### config.mk
export PLATFORM = sky130hd
export DESIGN_NAME = debug_wire_error_handler
export DESIGN_NICKNAME = d
export VERILOG_FILES = /design/src/low_run_counter.v /design/src/debug_wire_error_handler.v
export VERILOG_INCLUDE_DIRS = /design/src /design/src/src
export SDC_FILE = /design/constraint.sdc
export NUM_CORES = 1
export LEC_CHECK = 0
export BUFFER_PORTS_ARGS = -buffer_cell sky130_fd_sc_hd__buf_2
export CAP_MARGIN = 20
export CORE_MARGIN = 3
export CORE_UTILIZATION = 52
export CTS_BUF_LIST = sky130_fd_sc_hd__clkbuf_8
export CTS_CLUSTER_SIZE = 40
export DETAILED_ROUTE_END_ITERATION = 7
export PLACE_DENSITY = 0.84
export SKIP_CTS_REPAIR_TIMING = 1
export SYNTH_ARGS = -nofsm -noshare
export SYNTH_HDL_FRONTEND = slang
export SYNTH_SLANG_ARGS = --single-unit
### constraint.sdc
create_clock -name clk_sys -period 3.8 [get_ports clk_sys]
set_clock_uncertainty 0.1 [all_clocks]
set_input_delay 0.95 -clock clk_sys [delete_from_list [all_inputs] [get_ports clk_sys]]
set_output_delay 0.95 -clock clk_sys [all_outputs]
set_load 0.1 [all_outputs]
### src/debug_wire_defines.vh
// Constants for the debug wire error handler
`ifndef DEBUG_WIRE_DEFINES_VH
`define DEBUG_WIRE_DEFINES_VH
`define BREAK_BITS        10
`define ANSWER_BREAK_CYC  4096
`define BIT_CNT_W         16
`define BRK_CNT_W         20
`define ANS_CNT_W         13
`define ST_IDLE           3'h0
`define ST_ANSWER         3'h1
`define ST_WAIT_HIGH      3'h2
`define ST_AUTOBAUD       3'h3
`define ST_READY          3'h4
`endif

### src/low_run_counter.v
// Counts consecutive low samples of the debug wire
`timescale 1ns/1ps
`include "debug_wire_defines.vh"
module low_run_counter #(
  parameter W = 20
) (
  input  wire         clk_sys,
  input  wire         sys_rst,
  input  wire         ce,
  input  wire         line_low,
  input  wire [W-1:0] limit,
  output reg          reached
);
  reg [W-1:0] count;
  always @(posedge clk_sys) begin
    if (sys_rst) begin
      count   <= {W{1'b0}};
      reached <= 1'b0;
    end else if (ce) begin
      if (!line_low) begin
        count   <= {W{1'b0}};
        reached <= 1'b0;
      end else begin
        if (count != {W{1'b1}})
          count <= count + {{(W-1){1'b0}}, 1'b1};
        // Saturate so a long break stays recognised
        // Sticky, so a count wrap at saturation cannot drop a long break
        reached <= reached ||
                   ((limit != {W{1'b0}}) && (count + {{(W-1){1'b0}}, 1'b1} >= limit));
      end
    end
  end
endmodule

### src/debug_wire_error_handler.v
// Error detection and recovery for the single-wire debug link
//
// Notes on behaviour
// - A low wire for ten or more bit periods is a break.
// - A stop bit sampled low is a framing error.
// - Host pulling the wire while we send a high bit is a collision.
// - Any error aborts the debug command in progress.
// - Any error is answered with a 4096-cycle break driven on the wire.
// - Any error resets the baud detector and generator.
// - A host break resets baud timing but keeps debug control contents.
// - Halted debug state survives a break.
// - Debug engine held in reset through the break until the wire is high.
// - Both parties only pull low or release the wire.
`timescale 1ns/1ps
`include "debug_wire_defines.vh"
module debug_wire_error_handler #(
  parameter ANSWER_CYC = `ANSWER_BREAK_CYC,
  parameter BREAK_BITS = `BREAK_BITS
) (
  input  wire                  clk_sys,
  input  wire                  sys_rst,
  input  wire                  ce,
  input  wire                  debug_wire_pin_in,
  output wire                  debug_wire_pin_out,
  output wire                  debug_wire_pin_oe_n,
  input  wire                  tx_active,
  input  wire                  tx_bit,
  input  wire                  rx_stop_valid,
  input  wire                  rx_stop_bit,
  input  wire                  baud_valid,
  input  wire [`BIT_CNT_W-1:0] baud_period,
  input  wire                  halted_in,
  output reg                   cmd_abort,
  output reg                   baud_reset,
  output reg                   engine_reset,
  output reg                   link_ready,
  output reg                   err_break,
  output reg                   err_framing,
  output reg                   err_collision,
  output reg                   halted_keep
);
  reg [2:0]              state;
  reg [2:0]              next_state;
  reg [`ANS_CNT_W-1:0]   ans_count;
  reg [`ANS_CNT_W-1:0]   next_ans_count;
  reg [`BIT_CNT_W-1:0]   bit_period;
  reg                    period_known;
  reg                    next_timing_reset;
  reg                    next_link_ready;
  wire                   brk_seen;
  wire                   line_low;
  wire                   live;
  wire [`BRK_CNT_W-1:0]  brk_limit;
  wire [`BRK_CNT_W-1:0]  period_wide;
  wire [`BRK_CNT_W-1:0]  bits_wide;
  wire                   break_err;
  wire                   framing;
  wire                   collision;
  wire                   any_err;
  wire                   ans_done;
  wire [`ANS_CNT_W-1:0]  ans_step;
  wire [`ANS_CNT_W-1:0]  ans_last;

  assign line_low = ~debug_wire_pin_in;
  assign live     = (state == `ST_READY);

  // Break length is counted in learned bit periods
  assign period_wide = {{(`BRK_CNT_W-`BIT_CNT_W){1'b0}}, bit_period};
  assign bits_wide   = BREAK_BITS[`BRK_CNT_W-1:0];

  // Without a learned period the break length is unknown; wait for timing first
  assign brk_limit = period_known ? (period_wide * bits_wide) : {`BRK_CNT_W{1'b0}};

  low_run_counter #(
    .W        (`BRK_CNT_W)
  ) u_low_run (
    .clk_sys  (clk_sys),
    .sys_rst  (sys_rst),
    .ce       (ce),
    .line_low (line_low),
    .limit    (brk_limit),
    .reached  (brk_seen)
  );

  // Errors only count while the link is live; stray edges after a break are ignored
  assign break_err = live && brk_seen;
  assign framing   = live && rx_stop_valid && !rx_stop_bit;
  assign collision = live && tx_active && tx_bit && line_low;
  assign any_err   = break_err || framing || collision;

  // Answer length counter end point
  assign ans_step = {{(`ANS_CNT_W-1){1'b0}}, 1'b1};
  assign ans_last = ANSWER_CYC[`ANS_CNT_W-1:0] - ans_step;
  assign ans_done = (ans_count == ans_last);

  // Open drain: only ever drive low, otherwise release
  assign debug_wire_pin_out  = 1'b0;
  assign debug_wire_pin_oe_n = (state != `ST_ANSWER);

  always @* begin
    next_state = state;
    case (state)
      `ST_IDLE: begin
        next_state = `ST_WAIT_HIGH;
      end
      `ST_READY: begin
        if (any_err) begin
          next_state = `ST_ANSWER;
        end
      end
      `ST_ANSWER: begin
        if (ans_done) begin
          next_state = `ST_WAIT_HIGH;
        end
      end
      `ST_WAIT_HIGH: begin
        if (!line_low) begin
          next_state = `ST_AUTOBAUD;
        end
      end
      `ST_AUTOBAUD: begin
        // Wire activity here only feeds the baud detector
        if (baud_valid) begin
          next_state = `ST_READY;
        end
      end
      default: begin
        next_state = `ST_IDLE;
      end
    endcase
  end

  // Answer counter runs only while we pull the wire
  always @* begin
    next_ans_count = {`ANS_CNT_W{1'b0}};
    if (state == `ST_ANSWER) begin
      next_ans_count = ans_count + ans_step;
    end
  end

  // Timing and engine reset span the answer and the wait for a high wire
  always @* begin
    next_timing_reset = 1'b0;
    if (next_state == `ST_ANSWER) begin
      next_timing_reset = 1'b1;
    end
    if (next_state == `ST_WAIT_HIGH) begin
      next_timing_reset = 1'b1;
    end
  end

  always @* begin
    next_link_ready = 1'b0;
    if (next_state == `ST_READY) begin
      next_link_ready = 1'b1;
    end
  end

  always @(posedge clk_sys) begin
    if (sys_rst) begin
      state     <= `ST_IDLE;
      ans_count <= {`ANS_CNT_W{1'b0}};
    end else if (ce) begin
      state     <= next_state;
      ans_count <= next_ans_count;
    end
  end

  // Learned bit period; forgotten on every error so timing is relearned
  always @(posedge clk_sys) begin
    if (sys_rst) begin
      bit_period   <= {`BIT_CNT_W{1'b0}};
      period_known <= 1'b0;
    end else if (ce) begin
      if (next_state == `ST_ANSWER) begin
        period_known <= 1'b0;
      end else if ((state == `ST_AUTOBAUD) && baud_valid) begin
        bit_period   <= baud_period;
        period_known <= 1'b1;
      end
    end
  end

  // One-cycle error reports and command abort
  always @(posedge clk_sys) begin
    if (sys_rst) begin
      cmd_abort     <= 1'b0;
      err_break     <= 1'b0;
      err_framing   <= 1'b0;
      err_collision <= 1'b0;
    end else if (ce) begin
      cmd_abort     <= any_err;
      err_break     <= break_err;
      err_framing   <= framing;
      err_collision <= collision;
    end
  end

  // Reset pulses only the timing; control contents live elsewhere
  always @(posedge clk_sys) begin
    if (sys_rst) begin
      baud_reset   <= 1'b1;
      engine_reset <= 1'b1;
      link_ready   <= 1'b0;
    end else if (ce) begin
      baud_reset   <= next_timing_reset;
      engine_reset <= next_timing_reset;
      link_ready   <= next_link_ready;
    end
  end

  // Halt is frozen while the engine sits in reset, so a break never clears it
  always @(posedge clk_sys) begin
    if (sys_rst) begin
      halted_keep <= 1'b0;
    end else if (ce) begin
      if (!engine_reset) begin
        halted_keep <= halted_in;
      end
    end
  end
endmodule

==> metrics, run 1 <==
gr ovfl total=0; Inserted Diodes=0; Post-Synth Simple-Gate Area=0.256; Via Count=3951; Main synth FF type=dfxtp_1; Mapped Area=4200 um2; worst IR drop on VDD=0.000277 V; number of synthesized flops with an enable pin=0; fin util=0.628; vias in the first global route=3656; Die Ht=95.9 um; largest net degree at the start of global routing=30; WL met1=4080 um; post-route ant nets=0; worst setup margin=-0.191 ns; DR iter-0 viols=153; fraction of layout cells with a size suffix above 1=0.165; CTS Buf Count=9; Worst Path Max Fanout=3; Overall Power=1500 uW; most frequent CP cell=ha_1; Total Routing Usage GR=0.205; Synth Area in Compound Gates=0.184; Core Rows=32; YS warnings=0; Max-Cap Viols=0; fin crit share=1.05; Reg clk slew, reported paths=0.08 ns; TritonCTS clock tree=built; post-synthesis cell count=541; CP arrival=4.17 ns; library cells used by synthesis=52; wire length on met3=506 um; CP endpoint kind=register; DRC Markers=0; xor/xnor cell area share of the yosys netlist=0.0751; Worst Hold Class=register to register; CP Data Required Time=3.98 ns; pre-CTS WS=-0.212 ns; fill count=628; max incr delay on CP=0.43 ns; status=complete, but fails checks; first-pass GRT wire length=15500 um; most common cell after layout, fill and taps aside=nand2_1; synthesis-to-layout area growth=16.1%; critical path's top delay family=compound AO/OA/AOI/OAI gates; main combinational cell family by area after synthesis=simple AND/OR/NAND/NOR gates; WP buf/inv=0; Routed met2 length=5180 um; Adder-Cell Fraction of Synth Area=0.151; H-tree levels=3; DR WL/cell=14.5 um; slowest stage cell, crit path=a311o_1; CP Launch Type=register; flops & latches, synth=61; Die Span X=95.9 um; failing checks=setup timing; CTS root buffer=clkbuf_8; Port-buffer cells=34; # setup viols final=1; mux contribution to synthesized area=0.0101; Vias/cell=5.78; RSZ-0062 raised after global routing=true; initial antenna violation count=0; Rel. slew slack=0.438; uppermost routed layer=met4; worst skew pair latency=0.34 ns; nets@finish=653; ys async rst share=0; Slew Viols, Final=0; most frequent cells in the layout=nand2_1, nor2_1, a21oi_1, dfxtp_1, ha_1; fmax=251 MHz; Ports=36; core region area=7770 um2; Seq/Total Area, Yosys=0.291; die area=9190 um2; critical path class=register to register; Pwr Density=307 nW/um2; Synthesized Nets=617; total wire length=9940 um; worst-path cell chain=ha_1 > ha_1 > a211oi_2 > nor2_2 > o21ai_2 > o211ai_1 > a311o_1 > xor2_1 > nand2_1 > ha_1 > a21oi_2 > nor2b_4 > o21ai_1 > nand2b_1 > a21oi_2 > a221o_1 > a21o_1 > a31oi_1; First-pass DRT Iterations=5; Fin. Hold Viols=0; TritonCTS Sinks=61; clock buffer depth=2; gpl congestion=0.880; Avg Inst Size Synth=7.76 um2; actual slew at the worst max-slew pin=0.841 ns; Initial Util=0.541; post-route minimum period=3.99 ns; Detailed Place HPWL=6780 um; Pleak=0.00201 uW
[registers in the layout (all words and copies together), names as in the netlist, 3 cells and up]
register         count
u_low_run.count     20
state                3
bit_period          16
ans_count           13
[cells in the mapped netlist, types with 5 or more instances]
master     n  area [um2]
xnor2_1   19         166
clkbuf_1  17        63.8
nand2_1   84         315
nor3_1     9        45.0
ha_1      49         613
nor2b_1    9        56.3
a21oi_1   60         300
nand3b_1  11        82.6
nor2_1    61         229
a21o_1     7        52.6
nand2b_1   8        50.1
inv_1      8        30.0
nand3_1   18        90.1
o21ai_0   19        95.1
o21ai_1   14        70.1
dfxtp_1   61        1220
xor2_1    17         149
a31oi_1    5        31.3
nand4_1    7        43.8
a211oi_1   5        37.5
[stage by stage]
| step | setup TNS (ns) | cells | hold slack, ns | instance area, um2 |
|---|---|---|---|---|
| global route | -0.361 | 684 | 0.401 | 4880 |
| finish | -0.191 | 684 | 0.371 | 4880 |
| detailed placement | -0.212 | 663 | 0.354 | 4470 |
| CTS | -0.274 | 679 | 0.371 | 4710 |
| floorplan | 0 | 541 | 0.357 | 4200 |
| global placement | -0.0136 | 663 | 0.350 | 4470 |
[worst register-to-register path, stage by stage (launching register included)]
cell      delay, ns
dfxtp_1        0.34
ha_1           0.32
ha_1           0.32
a211oi_2       0.34
nor2_2         0.09
o21ai_2        0.16
o211ai_1       0.14
a311o_1        0.43
xor2_1         0.16
nand2_1        0.09
ha_1           0.36
a21oi_2        0.08
nor2b_4        0.10
o21ai_1        0.06
nand2b_1       0.12
a21oi_2        0.08
a221o_1        0.33
a21o_1         0.15
a31oi_1        0.14
[layer usage]
metal  track usage  vias up
li1              -     1961
met5             0        -
met3        0.0469       20
met2         0.383      108
met1         0.233     1862
met4        0.0545        0
[kinds of logic (layout without fill, tap and decap cells)]
kind of cell / Yosys count / in the layout
adder cells (fa/ha/maj): 50 / 50
multiplexers: 4 / 4
flip-flops: 61 / 61
buffers and inverters: 32 / 73
AND/OR/NAND/NOR: 228 / 228
XOR/XNOR: 36 / 36
AO/OA/AOI/OAI: 129 / 129
other: 1 / 1
[worst paths after layout]
check / cells past startpoint / end / slack (ns) / from
setup / recovery: 18 / u_low_run.reached / -0.19 / bit_period[4]
setup reg to reg: 18 / u_low_run.reached / -0.19 / bit_period[4]
hold / removal: 2 / link_ready / 0.37 / link_ready
hold reg to reg: 2 / link_ready / 0.37 / link_ready
[area by class of cell]
class / instances / area [um2] / share of cell area
clock inverter: 7 / 124 / 0.0254
clock buffer: 9 / 124 / 0.0254
multi-input combinational: 448 / 2960 / 0.607
sequential: 61 / 1230 / 0.252
timing repair buffer: 49 / 283 / 0.0580
tap: 102 / 128 / 0.0262
inverter: 8 / 30.0 / 0.00616
[where the power goes]
group | internal, uW | switching [uW]
logic | 34.1 | 86.8
clock network | 439 | 282
registers | 646 | 9.33
total | 1120 | 378
Power figures use the tool's default switching activity.
==> inputs of run 2 (changes only) <==
--- a/config.mk
+++ b/config.mk
@@ -13,8 +13,7 @@
 export CTS_BUF_LIST = sky130_fd_sc_hd__clkbuf_8
 export CTS_CLUSTER_SIZE = 40
 export DETAILED_ROUTE_END_ITERATION = 7
-export PLACE_DENSITY = 0.84
-export SKIP_CTS_REPAIR_TIMING = 1
+export PLACE_DENSITY = 0.74
 export SYNTH_ARGS = -nofsm -noshare
 export SYNTH_HDL_FRONTEND = slang
 export SYNTH_SLANG_ARGS = --single-unit
==> metrics, run 2 (synthesis gave the netlist of run 1 again) <==
Regs by FF count=u_low_run.count: 20 flops, bit_period: 16 flops, ans_count: 13 flops; Routed met2 length=4320 um; gr ovfl total=0; # setup viols final=0; Inserted Diodes=0; Die Span X=95.9 um; core region area=7770 um2; Hold Buf Count CTS=0; CP endpoint kind=register; post-route ant nets=0; TritonCTS clock tree=built; H-tree levels=3; WL met1=4360 um; most common cell after layout, fill and taps aside=nand2_1; Vias/cell=5.51; initial antenna violation count=0; total wire length=9180 um; vias in the first global route=3458; fmax=270 MHz; DR iter-0 viols=127; first-pass GRT wire length=15000 um; slowest stage cell, crit path=a311o_1; worst-path cell chain=ha_1 > ha_1 > buf_4 > nor2_1 > o21ai_1 > o21ai_2 > o211ai_1 > a311o_1 > xor2_1 > nand2_1 > ha_4 > a21oi_1 > nor2b_2 > o21ai_1 > nand2b_1 > a21oi_2 > a221o_1 > a21o_1 > a31oi_1; number of flip-flops in the largest register=20; Port-buffer cells=34; Top reg by flops=u_low_run.count; Via Count=3806; Pwr Density=265 nW/um2; fraction of layout cells with a size suffix above 1=0.187; Worst Path Max Fanout=4; fin crit share=0.974; Rel. slew slack=0.485; Detailed Place HPWL=6470 um; post-route minimum period=3.70 ns; CTS Buf Count=9; Reg clk slew, reported paths=0.08 ns; critical path class=register to register; DRC Markers=0; CTS root buffer=clkbuf_8; gpl congestion=0.846; Pleak=0.00200 uW; worst skew pair latency=0.35 ns; Initial Util=0.541; die area=9190 um2; Ports=36; Overall Power=1310 uW; Total Routing Usage GR=0.202; fin util=0.636; CP Data Required Time=3.97 ns; uppermost routed layer=met4; CP arrival=3.87 ns; status=completed; most frequent cells in the layout=nand2_1, nor2_1, a21oi_1, dfxtp_1, ha_1; Slew Viols, Final=0; worst IR drop on VDD=0.000178 V; TritonCTS Sinks=61; clock buffer depth=2; max incr delay on CP=0.39 ns; CP Launch Type=register; nets@finish=660; largest net degree at the start of global routing=37; Fin. Hold Viols=0; Core Rows=32; Worst Hold Class=register to register; wire length on met3=292 um; RSZ-0062 raised after global routing=true; First-pass DRT Iterations=4; DR WL/cell=13.3 um; Max-Cap Viols=0; synthesis-to-layout area growth=17.5%; Die Ht=95.9 um; actual slew at the worst max-slew pin=0.771 ns
## run 2: cell types whose count changed in the layout (fill, tap and decap cells not counted), moves of 2 or more
cell / before / now
nor2_1: 60 / 58
bufinv_16: 3 / 0
ha_1: 45 / 41
ha_4: 3 / 8
nor2_2: 2 / 4
buf_4: 15 / 22
clkinv_2: 0 / 2
## run 2: path summary, 6_finish.rpt
check        depth (start not counted)  slack [ns]                 to           from
max reg2reg                         19        0.10  u_low_run.reached  bit_period[5]
min                                  2        0.37         link_ready     link_ready
min reg2reg                          2        0.37         link_ready     link_ready
max                                 19        0.10  u_low_run.reached  bit_period[5]
## run 2: timing repair
| action | CTS | global route |
|---|---|---|
| hold endpoints to repair | 0 | 0 |
| pin swaps | 10 | 15 |
| setup endpoints to repair | 1 | 1 |
| resized for setup | 14 | 25 |
| buffers inserted | 3 | 3 |
## run 2: cell type report
type	count	area (um2)
multi-input cells	448	3040
fillers	660	2830
flip-flops and latches	61	1230
repair buffers	56	335
well taps	102	128
clock buffers	9	124
clock inverters	7	51.3
inverters	8	30.0
## run 2: where the power goes
group / internal [uW] / switching (uW) / leakage (uW)
clock: 238 / 292 / 0.0000856
sequential: 646 / 8.67 / 0.000495
combinational: 35.7 / 86.0 / 0.00142
## run 2: layer usage
metal  GRT usage  vias up
li1            -     1984
met1       0.257     1742
met5           0        -
met4      0.0664        0
met3      0.0391       19
met2       0.341       61
## run 2: metrics by stage
stage	cells	setup WS, ns	setup TNS [ns]	cell area [um2]	hold WS, ns
final	691	0.100	0	4940	0.370
after global routing	691	-0.121	-0.121	4940	0.383
after CTS	688	0.000311	0	4760	0.370
after detailed placement	669	-0.300	-0.300	4510	0.353
after global placement	669	-0.0955	-0.0955	4510	0.345
after floorplan	541	0.0840	0	4200	0.357
## run 2: worst max-delay path: cells and delay by family (launching register included)
family	cells	cell delay, ns
buffers and inverters	1	0.16
and+or+nand+nor	4	0.44
AOI/OAI and AO/OA	10	1.54
adders and majority gates	3	0.87
xor gates and xnor gates	1	0.14
DFF	1	0.36
==> inputs of run 3 (changes only) <==
--- a/config.mk
+++ b/config.mk
@@ -9,11 +9,11 @@
 export BUFFER_PORTS_ARGS = -buffer_cell sky130_fd_sc_hd__buf_2
 export CAP_MARGIN = 20
 export CORE_MARGIN = 3
-export CORE_UTILIZATION = 52
+export CORE_UTILIZATION = 50
 export CTS_BUF_LIST = sky130_fd_sc_hd__clkbuf_8
 export CTS_CLUSTER_SIZE = 40
 export DETAILED_ROUTE_END_ITERATION = 7
-export PLACE_DENSITY = 0.74
+export PLACE_DENSITY = 0.71
 export SYNTH_ARGS = -nofsm -noshare
 export SYNTH_HDL_FRONTEND = slang
 export SYNTH_SLANG_ARGS = --single-unit
==> metrics, run 3 (synthesis gave the netlist of run 1 again) <==
Hold Buf Count CTS=0; Rel. slew slack=0.504; dpl cells=667; total wire length=9590 um; WHS Path Cells=2; Detailed Place HPWL=6850 um; CP endpoint kind=register; first-pass GRT wire length=16700 um; most common cell after layout, fill and taps aside=nand2_1; CP Data Required Time=3.93 ns; First-pass DRT Iterations=4; TritonCTS Sinks=61; reg2reg start=bit_period[4]; Hold WS=0.367 ns; fin crit share=0.968; Die Span X=97.7 um; reg-to-reg slack, setup=0.12 ns; fin cells=694; DR iter-0 viols=178; fmax=272 MHz; gr ovfl total=0; CP arrival=3.81 ns; RSZ-0062 raised after global routing=true; die area=9540 um2; Worst Hold Class=register to register; Port-buffer cells=34; Worst Path Max Fanout=4; worst IR drop on VDD=0.000211 V; # setup viols final=0; largest net degree at the start of global routing=30; CP Launch Type=register; Inserted Diodes=0; Pleak=0.00206 uW; fraction of layout cells with a size suffix above 1=0.196; DRC Markers=0; actual slew at the worst max-slew pin=0.744 ns; post-route minimum period=3.68 ns; Max-Cap Viols=0; post-route ant nets=0; clock buffer depth=2; Initial Util=0.530; Critical Path Source=bit_period[4]; Vias/cell=5.55; Top reg by flops=u_low_run.count; Regs by FF count=u_low_run.count: 20 flops, bit_period: 16 flops, ans_count: 13 flops; status=completed; core region area=7930 um2; hold path endpoint=err_break; H-tree levels=3; worst-case reg-to-reg path depth=18; Core Rows=32; Slew Viols, Final=0; Via Count=3850; synthesis-to-layout area growth=18.4%; Total Routing Usage GR=0.204; reg2reg end=u_low_run.reached; Die Ht=97.7 um; DR WL/cell=13.8 um; CTS Buf Count=9; Fin. Hold Viols=0; vias in the first global route=3781; worst skew pair latency=0.35 ns; critical path class=register to register; initial antenna violation count=0; TritonCTS clock tree=built; Pwr Density=278 nW/um2; gpl congestion=0.829; CTS root buffer=clkbuf_8; Hold Path Origin=err_break; number of flip-flops in the largest register=20; Reg clk slew, reported paths=0.08 ns; Ports=36; most frequent cells in the layout=nand2_1, a21oi_1, nor2_1, dfxtp_1, ha_1; nets@finish=663
==> run 3: cell types whose count changed in the layout (fill, tap and decap cells not counted), sizes merged <==
cell / change
buf: +3
bufinv: +1
clkinv: -1
clkinvlp: -1
inv: +1
==> run 3: per-layer routing <==
layer / part of all wire / GRT usage
met1: 0.45 / 0.243
met2: 0.50 / 0.364
met3: 0.029 / 0.0459
met4: 0.019 / 0.0575
met5: 0 / 0
==> run 3: power by group <==
group          switching, uW  internal [uW]  total [uW]
clock                    294            310         605
combinational           86.6           35.0         122
sequential              8.96            645         654
total                    390            991        1380
==> run 3: stage by stage <==
step	setup TNS (ns)	setup WS [ns]	util	cell area, um2	power, uW
after global placement	0	0.00832	0.567	4500	788
after global routing	-0.0883	-0.0883	0.627	4970	1440
final	0	0.121	0.627	4970	1380
after floorplan	0	0.0840	-	4200	760
after detailed placement	-0.147	-0.147	0.567	4500	791
after CTS	0	0.00295	0.605	4800	1400
==> run 3: how the worst max path moves through the flow <==
stage / end / cells after the start / slack (ns)
floorplan: u_low_run.reached / 19 / 0.08
global placement: u_low_run.reached / 19 / 0.008
detailed placement: u_low_run.reached / 17 / -0.15
CTS: u_low_run.reached / 19 / 0.003
global route: u_low_run.reached / 19 / -0.09
finish: u_low_run.reached / 18 / 0.12
==> run 3: timing repair <==
| action | 4_1_cts | 5_1_grt |
|---|---|---|
| setup buffers | 6 | 5 |
| pin swaps | 8 | 22 |
| gates resized for setup | 11 | 30 |
| endpoints found under the setup margin | 1 | 1 |
==> run 3: critical path, stage by stage (launching register included) <==
cell      delay (ns)
dfxtp_2         0.35
ha_1            0.29
ha_1            0.28
nor2_2          0.21
a211oi_4        0.10
o41ai_4         0.37
o21ai_2         0.11
buf_4           0.15
a21oi_1         0.14
mux2_2          0.36
ha_1            0.19
a21oi_1         0.22
nor2b_4         0.06
o21ai_2         0.10
nand2b_1        0.08
a21oi_2         0.16
a221o_1         0.17
a21o_1          0.09
a31oi_1         0.04
==> run 3: area by class of cell <==
cell class / instances / area, um2
Fill cell: 704 / 2960
Sequential cell: 61 / 1230
Timing Repair Buffer: 59 / 358
Clock buffer: 9 / 124
Inverter: 8 / 30.0
Tap cell: 102 / 128
Clock inverter: 7 / 81.3
Multi-Input combinational cell: 448 / 3020
